File: config.mk
export PLATFORM = sky130hd
export DESIGN_NAME = rpf_filter
export DESIGN_NICKNAME = d
export VERILOG_FILES = /design/src/rpf_pkg.sv /design/src/rpf_class_match.sv /design/src/rpf_filter.sv
export VERILOG_INCLUDE_DIRS = /design/src
export SDC_FILE = /design/constraint.sdc
export NUM_CORES = 1
export LEC_CHECK = 0
export ABC_CLOCK_PERIOD_IN_PS = 910
export BUFFER_PORTS_ARGS = -buffer_cell sky130_fd_sc_hd__buf_4
export CAP_MARGIN = 40
export CORE_AREA = 2 2 312 314
export CTS_BUF_LIST = sky130_fd_sc_hd__clkbuf_2 sky130_fd_sc_hd__clkbuf_4 sky130_fd_sc_hd__clkbuf_8
export DETAILED_ROUTE_END_ITERATION = 7
export DIE_AREA = 0 0 314 316
export PLACE_DENSITY = 0.35
export SLEW_MARGIN = 20
export SYNTH_ARGS = -nofsm -noshare
export SYNTH_HDL_FRONTEND = slang
export SYNTH_SLANG_ARGS = --single-unit
File: constraint.sdc
create_clock -name clk_sys -period 0.91 [get_ports clk_sys]
set_input_delay 0.091 -clock clk_sys [delete_from_list [all_inputs] [get_ports clk_sys]]
set_output_delay 0.091 -clock clk_sys [all_outputs]
set_load 0.005 [all_outputs]
File: src/rpf_defs.svh
// Constants shared by the receive pause frame filter files.
`ifndef RPF_DEFS_SVH
`define RPF_DEFS_SVH

`define RPF_NUM_PRIO 9
`define RPF_GLOBAL_IDX 8
`define RPF_MCAST_BIT 40
`define RPF_BCAST_ADDR 48'hffff_ffff_ffff
`define RPF_ETYPE_MAC_CTRL 16'h8808
`define RPF_OP_GLOBAL_PAUSE 16'h0001
`define RPF_OP_PRIO_PAUSE 16'h0101
`define RPF_RST_QUANTA 16'h0000
`define RPF_RST_MASK9 9'h000

`endif

File: src/rpf_pkg.sv
// Types for the receive pause frame filter.
package rpf_pkg;

  typedef logic [15:0] rpf_quanta_t;

  typedef logic [47:0] rpf_mac_addr_t;

  // Classification of the last frame summary, one-hot.
  typedef enum logic [4:0]
  {
    RPF_CLS_NONE = 5'b0_0001,
    RPF_CLS_GLOB_CTRL = 5'b0_0010,
    RPF_CLS_PRIO_CTRL = 5'b0_0100,
    RPF_CLS_GLOB_PAUSE = 5'b0_1000,
    RPF_CLS_PRIO_PAUSE = 5'b1_0000
  } rpf_class_t;

endpackage : rpf_pkg

File: src/rpf_class_match.sv
// Match of one frame summary against the checks of one control frame class.
module rpf_class_match
(
  // Class configuration
  input wire logic class_enable,
  input wire logic chk_mcast,
  input wire logic chk_ucast,
  input wire logic chk_src,
  input wire logic chk_etype,
  input wire logic chk_opcode,
  input wire logic [15:0] cfg_etype,
  input wire logic [15:0] cfg_op_min,
  input wire logic [15:0] cfg_op_max,
  // Shared addresses
  input wire logic [47:0] cfg_unicast_dest_addr,
  input wire logic [47:0] cfg_multicast_dest_addr,
  input wire logic [47:0] cfg_source_addr,
  // Frame fields
  input wire logic [47:0] frm_dest,
  input wire logic [47:0] frm_src,
  input wire logic [15:0] frm_etype,
  input wire logic [15:0] frm_opcode,
  // Result
  output logic hit
);

  logic da_ok;
  logic sa_ok;
  logic et_ok;
  logic op_ok;

  // With both address checks on, either configured address is accepted.
  always_comb
  begin
    if (chk_mcast || chk_ucast)
    begin
      da_ok = (chk_mcast && (frm_dest == cfg_multicast_dest_addr)) ||
              (chk_ucast && (frm_dest == cfg_unicast_dest_addr));
    end
    else
    begin
      da_ok = 1'b1;
    end
  end

  assign sa_ok = !chk_src || (frm_src == cfg_source_addr);
  assign et_ok = !chk_etype || (frm_etype == cfg_etype);
  assign op_ok = !chk_opcode || ((frm_opcode >= cfg_op_min) && (frm_opcode <= cfg_op_max));
  assign hit = class_enable && da_ok && sa_ok && et_ok && op_ok;

endmodule : rpf_class_match

File: src/rpf_filter.sv
// Receive pause frame filter: control frame classification, pause requests and statistics.
//
// Operation
// - Forward control frames only when forwarding is set
// - Acknowledge bus used only when waiting is enabled
// - Pause enable gates user-side pause outputs only
// - Global control class and its checks enabled
// - Global control opcode within inclusive min-max range
// - Unicast and source addresses compared with configuration
// - Multicast destination compared with configured address
// - Priority control class and its checks enabled
// - Priority control opcode within configured range
// - Global pause class and its checks enabled
// - Global pause opcode equals configured value
// - Priority pause class and its checks enabled
// - Priority pause opcode equals configured value
// - Each class compares its own ethertype
// - Strobes for unicast, multicast, broadcast, VLAN frames
// - Strobe for global pause with good check
// - Strobe for priority pause with good check
// - Strobe for length error with good check
// - Valid bus marks received quanta, global bit eight
// - Nine quanta outputs, global pause in entry eight
// - Pause request held until processing completes
`include "rpf_defs.svh"

module rpf_filter
#(
  parameter int NUM_PRIO = `RPF_NUM_PRIO
)
(
  // Clock and reset
  input wire logic clk_sys,
  input wire logic nrst,
  // Frame summary from the receive datapath, one pulse per frame end
  input wire logic frm_done,
  input wire logic frm_fcs_good,
  input wire logic frm_len_err,
  input wire logic frm_vlan,
  input wire logic [47:0] frm_dest,
  input wire logic [47:0] frm_src,
  input wire logic [15:0] frm_etype,
  input wire logic [15:0] frm_opcode,
  input wire logic [7:0] frm_prio_vector,
  input wire logic [NUM_PRIO-1:0][15:0] frm_quanta,
  // General configuration
  input wire logic cfg_forward_ctrl,
  input wire logic cfg_wait_ack,
  input wire logic [NUM_PRIO-1:0] cfg_pause_enable,
  input wire logic [47:0] cfg_unicast_dest_addr,
  input wire logic [47:0] cfg_multicast_dest_addr,
  input wire logic [47:0] cfg_source_addr,
  // Global control class configuration
  input wire logic cfg_glob_ctrl_enable,
  input wire logic glob_ctrl_mcast_match,
  input wire logic glob_ctrl_ucast_match,
  input wire logic glob_ctrl_src_match,
  input wire logic glob_ctrl_etype_match,
  input wire logic glob_ctrl_opcode_match,
  input wire logic [15:0] cfg_glob_ctrl_etype,
  input wire logic [15:0] cfg_glob_ctrl_op_min,
  input wire logic [15:0] cfg_glob_ctrl_op_max,
  // Priority control class configuration
  input wire logic cfg_prio_ctrl_enable,
  input wire logic prio_ctrl_mcast_match,
  input wire logic prio_ctrl_ucast_match,
  input wire logic prio_ctrl_src_match,
  input wire logic prio_ctrl_etype_match,
  input wire logic prio_ctrl_opcode_match,
  input wire logic [15:0] cfg_prio_ctrl_etype,
  input wire logic [15:0] cfg_prio_ctrl_op_min,
  input wire logic [15:0] cfg_prio_ctrl_op_max,
  // Global pause class configuration
  input wire logic cfg_glob_pause_enable,
  input wire logic glob_pause_mcast_match,
  input wire logic glob_pause_ucast_match,
  input wire logic glob_pause_src_match,
  input wire logic glob_pause_etype_match,
  input wire logic glob_pause_opcode_match,
  input wire logic [15:0] cfg_glob_pause_etype,
  input wire logic [15:0] cfg_glob_pause_opcode,
  // Priority pause class configuration
  input wire logic cfg_prio_pause_enable,
  input wire logic prio_pause_mcast_match,
  input wire logic prio_pause_ucast_match,
  input wire logic prio_pause_src_match,
  input wire logic prio_pause_etype_match,
  input wire logic prio_pause_opcode_match,
  input wire logic [15:0] cfg_prio_pause_etype,
  input wire logic [15:0] cfg_prio_pause_opcode,
  // User pause interface
  input wire logic [NUM_PRIO-1:0] pause_ack,
  output logic [NUM_PRIO-1:0] pause_valid_q,
  output logic [NUM_PRIO-1:0] pause_req_q,
  output logic [NUM_PRIO-1:0][15:0] pause_quanta_q,
  // Forwarding decision, one pulse per frame, and class held from the last frame
  output logic frm_forward_q,
  output logic frm_drop_q,
  output rpf_pkg::rpf_class_t frm_class_q,
  // Statistics strobes
  output logic stat_unicast_q,
  output logic stat_multicast_q,
  output logic stat_broadcast_q,
  output logic stat_vlan_q,
  output logic stat_pause_q,
  output logic stat_prio_pause_q,
  output logic stat_len_err_q
);

  logic glob_ctrl_hit;
  logic prio_ctrl_hit;
  logic glob_pause_hit;
  logic prio_pause_hit;
  logic is_ctrl;
  logic is_bcast;
  logic is_mcast;
  logic good;
  logic [NUM_PRIO-1:0] pause_set;
  logic [NUM_PRIO-1:0] pend_d;
  logic [NUM_PRIO-1:0] pend_q;
  rpf_pkg::rpf_class_t class_d;

  rpf_class_match u_glob_ctrl
  (
    .class_enable(cfg_glob_ctrl_enable),
    .chk_mcast(glob_ctrl_mcast_match),
    .chk_ucast(glob_ctrl_ucast_match),
    .chk_src(glob_ctrl_src_match),
    .chk_etype(glob_ctrl_etype_match),
    .chk_opcode(glob_ctrl_opcode_match),
    .cfg_etype(cfg_glob_ctrl_etype),
    .cfg_op_min(cfg_glob_ctrl_op_min),
    .cfg_op_max(cfg_glob_ctrl_op_max),
    .cfg_unicast_dest_addr(cfg_unicast_dest_addr),
    .cfg_multicast_dest_addr(cfg_multicast_dest_addr),
    .cfg_source_addr(cfg_source_addr),
    .frm_dest(frm_dest),
    .frm_src(frm_src),
    .frm_etype(frm_etype),
    .frm_opcode(frm_opcode),
    .hit(glob_ctrl_hit)
  );

  rpf_class_match u_prio_ctrl
  (
    .class_enable(cfg_prio_ctrl_enable),
    .chk_mcast(prio_ctrl_mcast_match),
    .chk_ucast(prio_ctrl_ucast_match),
    .chk_src(prio_ctrl_src_match),
    .chk_etype(prio_ctrl_etype_match),
    .chk_opcode(prio_ctrl_opcode_match),
    .cfg_etype(cfg_prio_ctrl_etype),
    .cfg_op_min(cfg_prio_ctrl_op_min),
    .cfg_op_max(cfg_prio_ctrl_op_max),
    .cfg_unicast_dest_addr(cfg_unicast_dest_addr),
    .cfg_multicast_dest_addr(cfg_multicast_dest_addr),
    .cfg_source_addr(cfg_source_addr),
    .frm_dest(frm_dest),
    .frm_src(frm_src),
    .frm_etype(frm_etype),
    .frm_opcode(frm_opcode),
    .hit(prio_ctrl_hit)
  );

  // A pause class is a range check whose bounds are the same opcode.
  rpf_class_match u_glob_pause
  (
    .class_enable(cfg_glob_pause_enable),
    .chk_mcast(glob_pause_mcast_match),
    .chk_ucast(glob_pause_ucast_match),
    .chk_src(glob_pause_src_match),
    .chk_etype(glob_pause_etype_match),
    .chk_opcode(glob_pause_opcode_match),
    .cfg_etype(cfg_glob_pause_etype),
    .cfg_op_min(cfg_glob_pause_opcode),
    .cfg_op_max(cfg_glob_pause_opcode),
    .cfg_unicast_dest_addr(cfg_unicast_dest_addr),
    .cfg_multicast_dest_addr(cfg_multicast_dest_addr),
    .cfg_source_addr(cfg_source_addr),
    .frm_dest(frm_dest),
    .frm_src(frm_src),
    .frm_etype(frm_etype),
    .frm_opcode(frm_opcode),
    .hit(glob_pause_hit)
  );

  rpf_class_match u_prio_pause
  (
    .class_enable(cfg_prio_pause_enable),
    .chk_mcast(prio_pause_mcast_match),
    .chk_ucast(prio_pause_ucast_match),
    .chk_src(prio_pause_src_match),
    .chk_etype(prio_pause_etype_match),
    .chk_opcode(prio_pause_opcode_match),
    .cfg_etype(cfg_prio_pause_etype),
    .cfg_op_min(cfg_prio_pause_opcode),
    .cfg_op_max(cfg_prio_pause_opcode),
    .cfg_unicast_dest_addr(cfg_unicast_dest_addr),
    .cfg_multicast_dest_addr(cfg_multicast_dest_addr),
    .cfg_source_addr(cfg_source_addr),
    .frm_dest(frm_dest),
    .frm_src(frm_src),
    .frm_etype(frm_etype),
    .frm_opcode(frm_opcode),
    .hit(prio_pause_hit)
  );

  assign good = frm_done && frm_fcs_good;
  assign is_bcast = (frm_dest == `RPF_BCAST_ADDR);
  assign is_mcast = frm_dest[`RPF_MCAST_BIT] && !is_bcast;
  assign is_ctrl = glob_ctrl_hit || prio_ctrl_hit || glob_pause_hit || prio_pause_hit;

  // Pause acts only on frames with a good check sequence; a global pause takes bit eight.
  always_comb
  begin
    pause_set = '0;
    if (good && prio_pause_hit)
    begin
      pause_set[7:0] = frm_prio_vector;
    end
    if (good && glob_pause_hit)
    begin
      pause_set[`RPF_GLOBAL_IDX] = 1'b1;
    end
  end

  // Pause priority order when classes overlap: pause first, then control.
  always_comb
  begin
    if (glob_pause_hit)
    begin
      class_d = rpf_pkg::RPF_CLS_GLOB_PAUSE;
    end
    else if (prio_pause_hit)
    begin
      class_d = rpf_pkg::RPF_CLS_PRIO_PAUSE;
    end
    else if (glob_ctrl_hit)
    begin
      class_d = rpf_pkg::RPF_CLS_GLOB_CTRL;
    end
    else if (prio_ctrl_hit)
    begin
      class_d = rpf_pkg::RPF_CLS_PRIO_CTRL;
    end
    else
    begin
      class_d = rpf_pkg::RPF_CLS_NONE;
    end
  end

  // Internal pause state is kept for every priority regardless of the user enable.
  always_comb
  begin
    pend_d = pend_q;
    if (cfg_wait_ack)
    begin
      pend_d = pend_q & ~pause_ack;
    end
    else
    begin
      pend_d = '0;
    end
    pend_d = pend_d | pause_set;
  end

  always_ff @(posedge clk_sys or negedge nrst)
  begin
    if (!nrst)
    begin
      pend_q <= `RPF_RST_MASK9;
    end
    else
    begin
      pend_q <= pend_d;
    end
  end

  // Without waiting the request lasts the one cycle of the valid pulse.
  always_ff @(posedge clk_sys or negedge nrst)
  begin
    if (!nrst)
    begin
      pause_req_q <= `RPF_RST_MASK9;
    end
    else
    begin
      pause_req_q <= pend_d & cfg_pause_enable;
    end
  end

  always_ff @(posedge clk_sys or negedge nrst)
  begin
    if (!nrst)
    begin
      pause_valid_q <= `RPF_RST_MASK9;
    end
    else
    begin
      pause_valid_q <= pause_set & cfg_pause_enable;
    end
  end

  // Quanta hold their last value until a new pause of that priority arrives while its pause enable is set.
  always_ff @(posedge clk_sys or negedge nrst)
  begin
    if (!nrst)
    begin
      for (int i = 0; i < NUM_PRIO; i++)
      begin
        pause_quanta_q[i] <= `RPF_RST_QUANTA;
      end
    end
    else
    begin
      for (int i = 0; i < NUM_PRIO; i++)
      begin
        if (pause_set[i] && cfg_pause_enable[i])
        begin
          pause_quanta_q[i] <= frm_quanta[i];
        end
      end
    end
  end

  always_ff @(posedge clk_sys or negedge nrst)
  begin
    if (!nrst)
    begin
      frm_forward_q <= 1'b0;
      frm_drop_q <= 1'b0;
      frm_class_q <= rpf_pkg::RPF_CLS_NONE;
    end
    else
    begin
      frm_forward_q <= frm_done && (!is_ctrl || cfg_forward_ctrl);
      frm_drop_q <= frm_done && is_ctrl && !cfg_forward_ctrl;
      if (frm_done)
      begin
        frm_class_q <= class_d;
      end
    end
  end

  // Statistics recognise the standard frames independently of the filter settings.
  always_ff @(posedge clk_sys or negedge nrst)
  begin
    if (!nrst)
    begin
      stat_unicast_q <= 1'b0;
      stat_multicast_q <= 1'b0;
      stat_broadcast_q <= 1'b0;
      stat_vlan_q <= 1'b0;
      stat_pause_q <= 1'b0;
      stat_prio_pause_q <= 1'b0;
      stat_len_err_q <= 1'b0;
    end
    else
    begin
      stat_unicast_q <= good && !frm_dest[`RPF_MCAST_BIT];
      stat_multicast_q <= good && is_mcast;
      stat_broadcast_q <= good && is_bcast;
      stat_vlan_q <= good && frm_vlan;
      stat_pause_q <= good && (frm_etype == `RPF_ETYPE_MAC_CTRL) &&
                      (frm_opcode == `RPF_OP_GLOBAL_PAUSE);
      stat_prio_pause_q <= good && (frm_etype == `RPF_ETYPE_MAC_CTRL) &&
                           (frm_opcode == `RPF_OP_PRIO_PAUSE);
      stat_len_err_q <= good && frm_len_err;
    end
  end

endmodule : rpf_filter

==> impl_results.md, run 1 <==
- Clock Skews: 0.0104 ns
- Syn Inst Count: 1022
- CTS sink count: 185
- Placed Cells incl. Taps: 3241
- Worst slew pin tran: 0.539 ns
- TritonCTS buffer count: 17
- WP data arrival: 2.83 ns
- Max-slew violation count: 0
- DR WL/cell: 22.1 um
- Worst R2R Start: pause_quanta_q[30]$_DFFE_PN0P_
- Hold path depth: 4
- Synthesized cell area: 0.0114 mm2
- Syn nets: 1720
- #FFs+latches synth: 185
- Post-synth EDFFs: 0
- DRC viols: 0
- Die Wd: 314 um
- All-Layer GR Usage: 15.3%
- Crit-path leading delay family: simple AND/OR/NAND/NOR gates
- Initial antenna violation count: 20
- Post-route ant nets: 0
- Power consumption: 22.3 mW
- Max cap viols: 0
- Post-route setup slack: -1.47 ns
- Hpwl dp: 66.3 mm
- Pwr Density: 851 mW/mm2
- Global-route wire length before repair: 107 mm
- Total wire length: 79.6 mm
- Comb power frac: 33.6%
- Sw Share: 31.6%
- CTS H-tree lvls: 4
- Buf/Inv on CP: 5
- Sequence of cells on the critical path: buf_8 > xor2_1 > nor4_1 > buf_4 > nand4_1 > a221oi_2 > buf_4 > o311ai_4 > nor2_4 > buf_12 > and3_4 > clkbuf_16 > mux2_4
- Sequential area share after synthesis: 40.6%
- RSZ-0062 raised after global routing: yes
- Worst EP required: 1.36 ns
- IO Pins: 810
- Internal power: 15.2 mW
- Vias per inst: 3.66
- Placed inst area: 0.0206 mm2
- Leak: 12.8 nW
- RD Place Congestion: 0.912
- R2r worst-path depth: 3
- Area Growth Syn to Fin: 129%
- Failing checks: negative setup slack
- Crit Path Class: in2reg
- Share of layout cells above drive strength 1: 61.0%
- Vias: 13200
- Final min period: 2.38 ns
- Grt total ovfl: 0
- Clk root buf: clkbuf_8
- Endpoint class of the critical path: flip-flop
- WP depth: 13
- Clock Power Share: 27.9%
- Status: finished, violations left
- Maximum clock path buffer count: 2
- Slowest CP cell: a221oi_2
- Ys async rst share: 100%
- Synth warn: 0
- Final setup fails: 366
- Hold Crit Class: in2reg
- Number of global-route vias before repair: 14800
- Slowest Stage Delay on Critical Path: 0.33 ns
- Final hold vios: 0
- Crit path launch: frm_opcode[0]
- Worst Hold Launch: pause_ack[6]
- Worst-Skew Late Latency: 0.56 ns
- Unique masters post-synth: 52
- Final net count: 2994
- Synth Area per Inst: 11.2 um2
- Sw Pwr: 7.04 mW
- CTS clock-pin slew for the worst setup and hold paths: 0.10 ns
- Core ar.: 0.0960 mm2
- Critical Path Most Common Cell: buf_4
- Max FO, Critical Path: 6
- Iter 0 DRT Violations: 605
- Final instance area: 0.0262 mm2
- Reg power frac: 38.6%
- Initial Util: 11.9%
- Post-synth top flop: dfrtp_1
- Tcrit/Tclk final: 262%
- Type of origin of the critical path: input port
- Achievable frequency: 0.420 GHz
- Largest net degree at the start of global routing: 38
- Die Area: 0.0992 mm2
- Finished Layout Cells: 3601
- Die Y: 316 um
- Slew HR: 63.9%
- Worst VDD drop: 1.01 mV
- 1st-pass router iterations: 5
- Cell Rows: 114
- Port Buffers: 809
- CTS tree: done
==> final cells by class <==
class | instances | area [um2]
Sequential cell | 185 | 4630
Fill cell | 10100 | 69800
Inverter | 79 | 320
Tap cell | 1276 | 1600
Clock buffer | 17 | 234
Antenna cell | 16 | 40.0
Clock inverter | 15 | 195
Multi-Input combinational cell | 723 | 7610
Timing Repair Buffer | 1290 | 11500
==> worst min-delay path, cell delays in order <==
cell and delay [ns]:
buf_4 0.11, inv_1 0.08, a32o_2 0.19, buf_6 0.09
==> worst paths after layout <==
| kind | to | slack [ns] |
|---|---|---|
| setup reg to reg | pause_quanta_q[30]$_DFFE_PN0P_ | -0.15 |
| setup / recovery | pause_quanta_q[27]$_DFFE_PN0P_ | -1.47 |
| max in group asynchronous | pause_quanta_q[51]$_DFFE_PN0P_ | -0.20 |
| hold / removal | pend_q[6]$_DFF_PN0_ | 0.03 |
| hold reg to reg | pend_q[8]$_DFF_PN0_ | 0.52 |
| min in group asynchronous | pause_quanta_q[77]$_DFFE_PN0P_ | 0.12 |
==> routing by layer <==
| metal | part of all wire [%] | up-vias | GRT usage (%) | wire, um |
|---|---|---|---|---|
| met1 | 38 | 6436 | 16.6 | 30100 |
| met3 | 6.3 | 69 | 4.07 | 5020 |
| met5 | 0.020 | - | 0 | 16 |
| met4 | 2.1 | 2 | 5.14 | 1680 |
| li1 | - | 6154 | - | - |
| met2 | 54 | 536 | 28.6 | 42700 |
==> power groups by stage <==
stage | clock (mW) | sequential, mW | combinational, mW
global route | 6.84 | 8.60 | 8.04
detailed placement | 0 | 8.70 | 6.08
floorplan | 0 | 8.70 | 1.69
finish | 6.20 | 8.58 | 7.47
global placement | 0 | 8.70 | 6.02
CTS | 6.56 | 8.58 | 7.28
==> logic make-up (layout without fill, tap and decap cells) <==
| group | Yosys count | after routing | share of synthesized area (%) |
|---|---|---|---|
| AO/OA/AOI/OAI | 79 | 79 | 5.06 |
| XOR/XNOR | 240 | 240 | 18.4 |
| adder cells (fa/ha/maj) | 64 | 64 | 7.02 |
| AND/OR/NAND/NOR | 196 | 196 | 10.1 |
| multiplexers | 144 | 144 | 14.2 |
| buffers and inverters | 114 | 1401 | 4.62 |
| flip-flops | 185 | 185 | 40.6 |
| other | 0 | 16 | 0 |
==> flip-flops by register name, summed over array words and instances, names as in the netlist <==
signal             flops
frm_class_q            5
frm_drop_q             1
frm_forward_q          1
pause_quanta_q       144
pause_req_q            9
pause_valid_q          9
pend_q                 9
stat_broadcast_q       1
stat_len_err_q         1
stat_multicast_q       1
stat_pause_q           1
stat_prio_pause_q      1
stat_unicast_q         1
stat_vlan_q            1
==> timing repair <==
item	in CTS	in global routing
resized for setup	398	114
pin swaps	45	68
buffers inserted	68	64
endpoints found under the setup margin	357	369
hold buffers	177	3
hold endpoints to repair	363	12
cloned	10	6
==> metrics by stage <==
step	hold slack, ns	setup TNS [ns]	utilization, %	setup slack (ns)
global placement	-0.0283	-461.18	21.4	-2.71
detailed placement	-0.0308	-452.13	21.4	-2.67
floorplan	-0.205	-211.31	-	-1.43
global route	0.0136	-314.83	27.2	-1.54
finish	0.0319	-290.89	27.3	-1.47
CTS	-0.250	-301.07	26.2	-1.48
==> layout by cell type, fill, tap and decap left out, types with 8 or more instances in the layout <==
| cell type | instances |
|---|---|
| a21o_1 | 10 |
| a21oi_1 | 13 |
| and3_4 | 8 |
| buf_12 | 18 |
| buf_4 | 840 |
| buf_6 | 229 |
| buf_8 | 11 |
| clkbuf_8 | 18 |
| dfrtp_1 | 184 |
| diode_2 | 16 |
| dlygate4sd3_1 | 178 |
| ha_1 | 53 |
| ha_4 | 11 |
| inv_1 | 69 |
| mux2_2 | 14 |
| mux2_4 | 130 |
| nand2_1 | 15 |
| nand4_1 | 43 |
| nor2_1 | 13 |
| nor4_1 | 38 |
| nor4_2 | 22 |
| nor4_4 | 10 |
| xnor2_1 | 16 |
| xor2_1 | 210 |
| xor2_2 | 12 |
==> synth_stat cells, types with 2 or more instances <==
| library cell | count | area share (%) |
|---|---|---|
| xor2_1 | 224 | 17 |
| dfrtp_1 | 184 | 40 |
| mux2_2 | 126 | 12 |
| inv_1 | 79 | 2.6 |
| nor4_1 | 70 | 3.8 |
| ha_1 | 64 | 7.0 |
| nand4_1 | 43 | 2.4 |
| nand2_1 | 19 | 0.63 |
| mux2_1 | 18 | 1.8 |
| a21oi_1 | 17 | 0.75 |
| xnor2_1 | 16 | 1.2 |
| nor2_1 | 14 | 0.46 |
| and2_1 | 11 | 0.60 |
| buf_4 | 11 | 0.72 |
| o21ai_0 | 11 | 0.48 |
| a21o_1 | 10 | 0.66 |
| and3_1 | 10 | 0.55 |
| buf_2 | 9 | 0.39 |
| clkbuf_1 | 9 | 0.30 |
| nand3_1 | 6 | 0.26 |
| a32o_1 | 5 | 0.44 |
| nor2b_1 | 5 | 0.27 |
| o21a_1 | 5 | 0.33 |
| a22o_1 | 4 | 0.31 |
| nor3_1 | 4 | 0.18 |
| o211ai_1 | 4 | 0.26 |
| a2111oi_0 | 3 | 0.23 |
| buf_6 | 3 | 0.30 |
| nand2b_1 | 3 | 0.16 |
| nand3b_1 | 3 | 0.20 |
| a211oi_1 | 2 | 0.13 |
| a221o_1 | 2 | 0.18 |
| a31oi_1 | 2 | 0.11 |
| buf_8 | 2 | 0.26 |
| nor4b_1 | 2 | 0.15 |
| o2bb2ai_1 | 2 | 0.15 |
| o311a_1 | 2 | 0.18 |
| o31a_1 | 2 | 0.15 |
| o31ai_1 | 2 | 0.13 |
| or4_1 | 2 | 0.13 |
Note: power is estimated with default switching activity, not from simulation.
==> run 2, diff against run 1 <==
- TNS_END_PERCENT: default -> 50
==> impl_results.md, run 2 (same netlist as run 1, synthesis figures left out) <==
- Worst Hold Launch: cfg_pause_enable[1]
- Achievable frequency: 0.431 GHz (+2.7%)
- Comb power frac: 30.7% (-2.9 points)
- Crit-path leading delay family: buffers and inverters
- Post-route setup slack: -1.41 ns (+0.0624 ns)
- Initial Util: 11.9% (unchanged)
- Max-slew violation count: 0 (unchanged)
- Worst VDD drop: 1.02 mV (+0.52%)
- Status: finished, violations left
- Slowest Stage Delay on Critical Path: 0.35 ns (+0.02 ns)
- Reg power frac: 39.5% (+0.9 points)
- Clock Power Share: 29.8% (+1.9 points)
- Die Y: 316 um (unchanged)
- Tcrit/Tclk final: 255% (-6.9 points)
- Critical Path Most Common Cell: buf_4
- CTS clock-pin slew for the worst setup and hold paths: 0.09 ns (about the same)
- Leak: 11.7 nW (-9.0%)
- Crit path launch: cfg_prio_pause_etype[14]
- CTS tree: done
- Final net count: 2866 (-4.3%)
- Maximum clock path buffer count: 2 (unchanged)
- DR WL/cell: 21.9 um (-1.1%)
- Final hold vios: 2 (+2)
- CTS H-tree lvls: 4 (unchanged)
- Final setup fails: 357 (-2.5%)
- Die Wd: 314 um (unchanged)
- Worst slew pin tran: 0.474 ns (-0.0658 ns)
- Initial antenna violation count: 20 (unchanged)
- Hpwl dp: 67.0 mm (+1.1%)
- Crit path to: pause_quanta_q[119]$_DFFE_PN0P_
- Clock Skews: 0.0134 ns (+0.00307 ns)
- Buf/Inv on CP: 6 (+1)
- Final min period: 2.32 ns (-0.0624 ns)
- Vias: 12500 (-5.1%)
- RD Place Congestion: 0.907 (-0.56%)
- WP depth: 14 (+1)
- Hold Crit Class: in2reg
- RSZ-0062 raised after global routing: yes
- Max FO, Critical Path: 17 (+11)
- Cell Rows: 114 (unchanged)
- Largest Register: pause_quanta_q
- R2r worst-path depth: 2 (-1)
- WP data arrival: 2.75 ns (-0.08 ns)
- Number of global-route vias before repair: 14000 (-5.3%)
- Worst reg2reg path endpoint: pause_req_q[4]$_DFF_PN0_
- DRC viols: 0 (unchanged)
- Iter 0 DRT Violations: 495 (-18%)
- Global-route wire length before repair: 104 mm (-3.1%)
- Total wire length: 75.7 mm (-4.9%)
- CTS sink count: 185 (unchanged)
- Slew HR: 68.3% (+4.4 points)
- Fin Hold WS: -0.196 ns (-0.228 ns)
- Util after Layout: 24.1% (-3.1 points)
- Commonest non-fill, non-tap cell in the layout: buf_4
- Largest net degree at the start of global routing: 33 (-13%)
- Grt total ovfl: 0 (unchanged)
- Crit Path Class: in2reg
- Cts hold-fix bufs: 176 (-0.56%)
- R2r setup slk: 0.01 ns (+0.16 ns)
- Die Area: 0.0992 mm2 (unchanged)
- Sw Share: 29.5% (-2.1 points)
- Internal power: 15.2 mW (about the same)
- Area Growth Syn to Fin: 103%
- Port Buffers: 809 (unchanged)
- All-Layer GR Usage: 14.8% (-0.49 points)
- Pwr Density: 932 mW/mm2 (+9.5%)
- Finished Layout Cells: 3463 (-3.8%)
- 1st-pass router iterations: 4 (-1)
- Setup TNS: -275.55 ns (+15.34 ns)
- Worst EP required: 1.34 ns (-0.02 ns)
- Power consumption: 21.6 mW (-2.9%)
- Post-route ant nets: 0 (unchanged)
- TritonCTS buffer count: 17 (unchanged)
- Sequence of cells on the critical path: buf_4 > xor2_1 > nor4_2 > buf_4 > nand4_1 > buf_4 > a221oi_4 > buf_6 > o311ai_4 > nor2_4 > buf_12 > and3_4 > buf_12 > mux2_1
- Share of layout cells above drive strength 1: 55.2% (-5.8 points)
- Final instance area: 0.0232 mm2 (-11%)
- Sw Pwr: 6.38 mW (-9.3%)
- Placed Cells incl. Taps: 3237 (-0.12%)
- Placed inst area: 0.0203 mm2 (-1.2%)
- Core ar.: 0.0960 mm2 (unchanged)
- Worst R2R Start: pend_q[4]$_DFF_PN0_
- Worst-Skew Late Latency: 0.55 ns (about the same)
- Slowest CP cell: mux2_1
- IO Pins: 810 (unchanged)
- Endpoint class of the critical path: flip-flop
- Max cap viols: 0 (unchanged)
- Post-Place Worst Slack: -2.86 ns (-0.187 ns)
- Vias per inst: 3.62 (-1.3%)
- Clk root buf: clkbuf_8
- Max FFs per register: 144 (unchanged)
- Type of origin of the critical path: input port
- Most frequent cells in the layout: 949 x buf_4, 220 x xor2_1, 184 x dfrtp_1
- Failing checks: negative hold slack, negative setup slack
==> run 2: cell count changes in the layout (fill, tap and decap cells not counted), moves of 11 or more <==
cell | previous run | this run
buf_6 | 229 | 18
buf_4 | 840 | 949
mux2_4 | 130 | 42
mux2_2 | 14 | 97
ha_1 | 53 | 64
ha_4 | 11 | 0
==> run 2: timing repair <==
action | 4_1_cts | 5_1_grt
pin swaps | 33 | 4
gates resized for setup | 74 | 31
cloned | 2 | 0
hold endpoints to repair | 363 | 3
setup buffers | 11 | 0
setup endpoints to repair | 357 | 357
==> run 2: layout make-up <==
| cell class | count | area, um2 |
|---|---|---|
| clock buffers | 18 | 248 |
| repair buffers | 1162 | 9460 |
| clock inverters | 14 | 201 |
| flip-flops and latches | 185 | 4630 |
| fillers | 10500 | 72800 |
| diodes | 6 | 15.0 |
| well taps | 1276 | 1600 |
| inverters | 79 | 297 |
| multi-input cells | 723 | 6740 |
==> run 2: worst min-delay path by stage <==
stage	endpoint	slack (ns)	cells after the start
after CTS	pause_req_q[1]$_DFF_PN0_	-0.27	2
final	pause_req_q[1]$_DFF_PN0_	-0.20	2
after floorplan	frm_class_q[1]$_DFFE_PN0P_	-0.20	0
after detailed placement	pause_quanta_q[77]$_DFFE_PN0P_	0.05	1
after global routing	pause_req_q[1]$_DFF_PN0_	-0.24	2
after global placement	pause_valid_q[4]$_DFF_PN0_	0.05	1
==> run 2: power groups by stage <==
stage / Clock, mW / Sequential (mW) / Combinational [mW]
3_3_place_gp: 0 / 8.69 / 5.83
4_1_cts: 6.90 / 8.53 / 6.72
3_5_place_dp: 0 / 8.70 / 5.87
5_1_grt: 7.16 / 8.56 / 7.19
2_1_floorplan: 0 / 8.70 / 1.60
6_report: 6.45 / 8.53 / 6.63
==> run 2: layer usage <==
metal | share of wire [%] | routed length, um | global-route usage, %
met5 | 0.036 | 27 | 0
met4 | 1.1 | 840 | 2.56
met3 | 6.3 | 4790 | 3.97
met2 | 55 | 41800 | 29.1
met1 | 37 | 28300 | 15.8
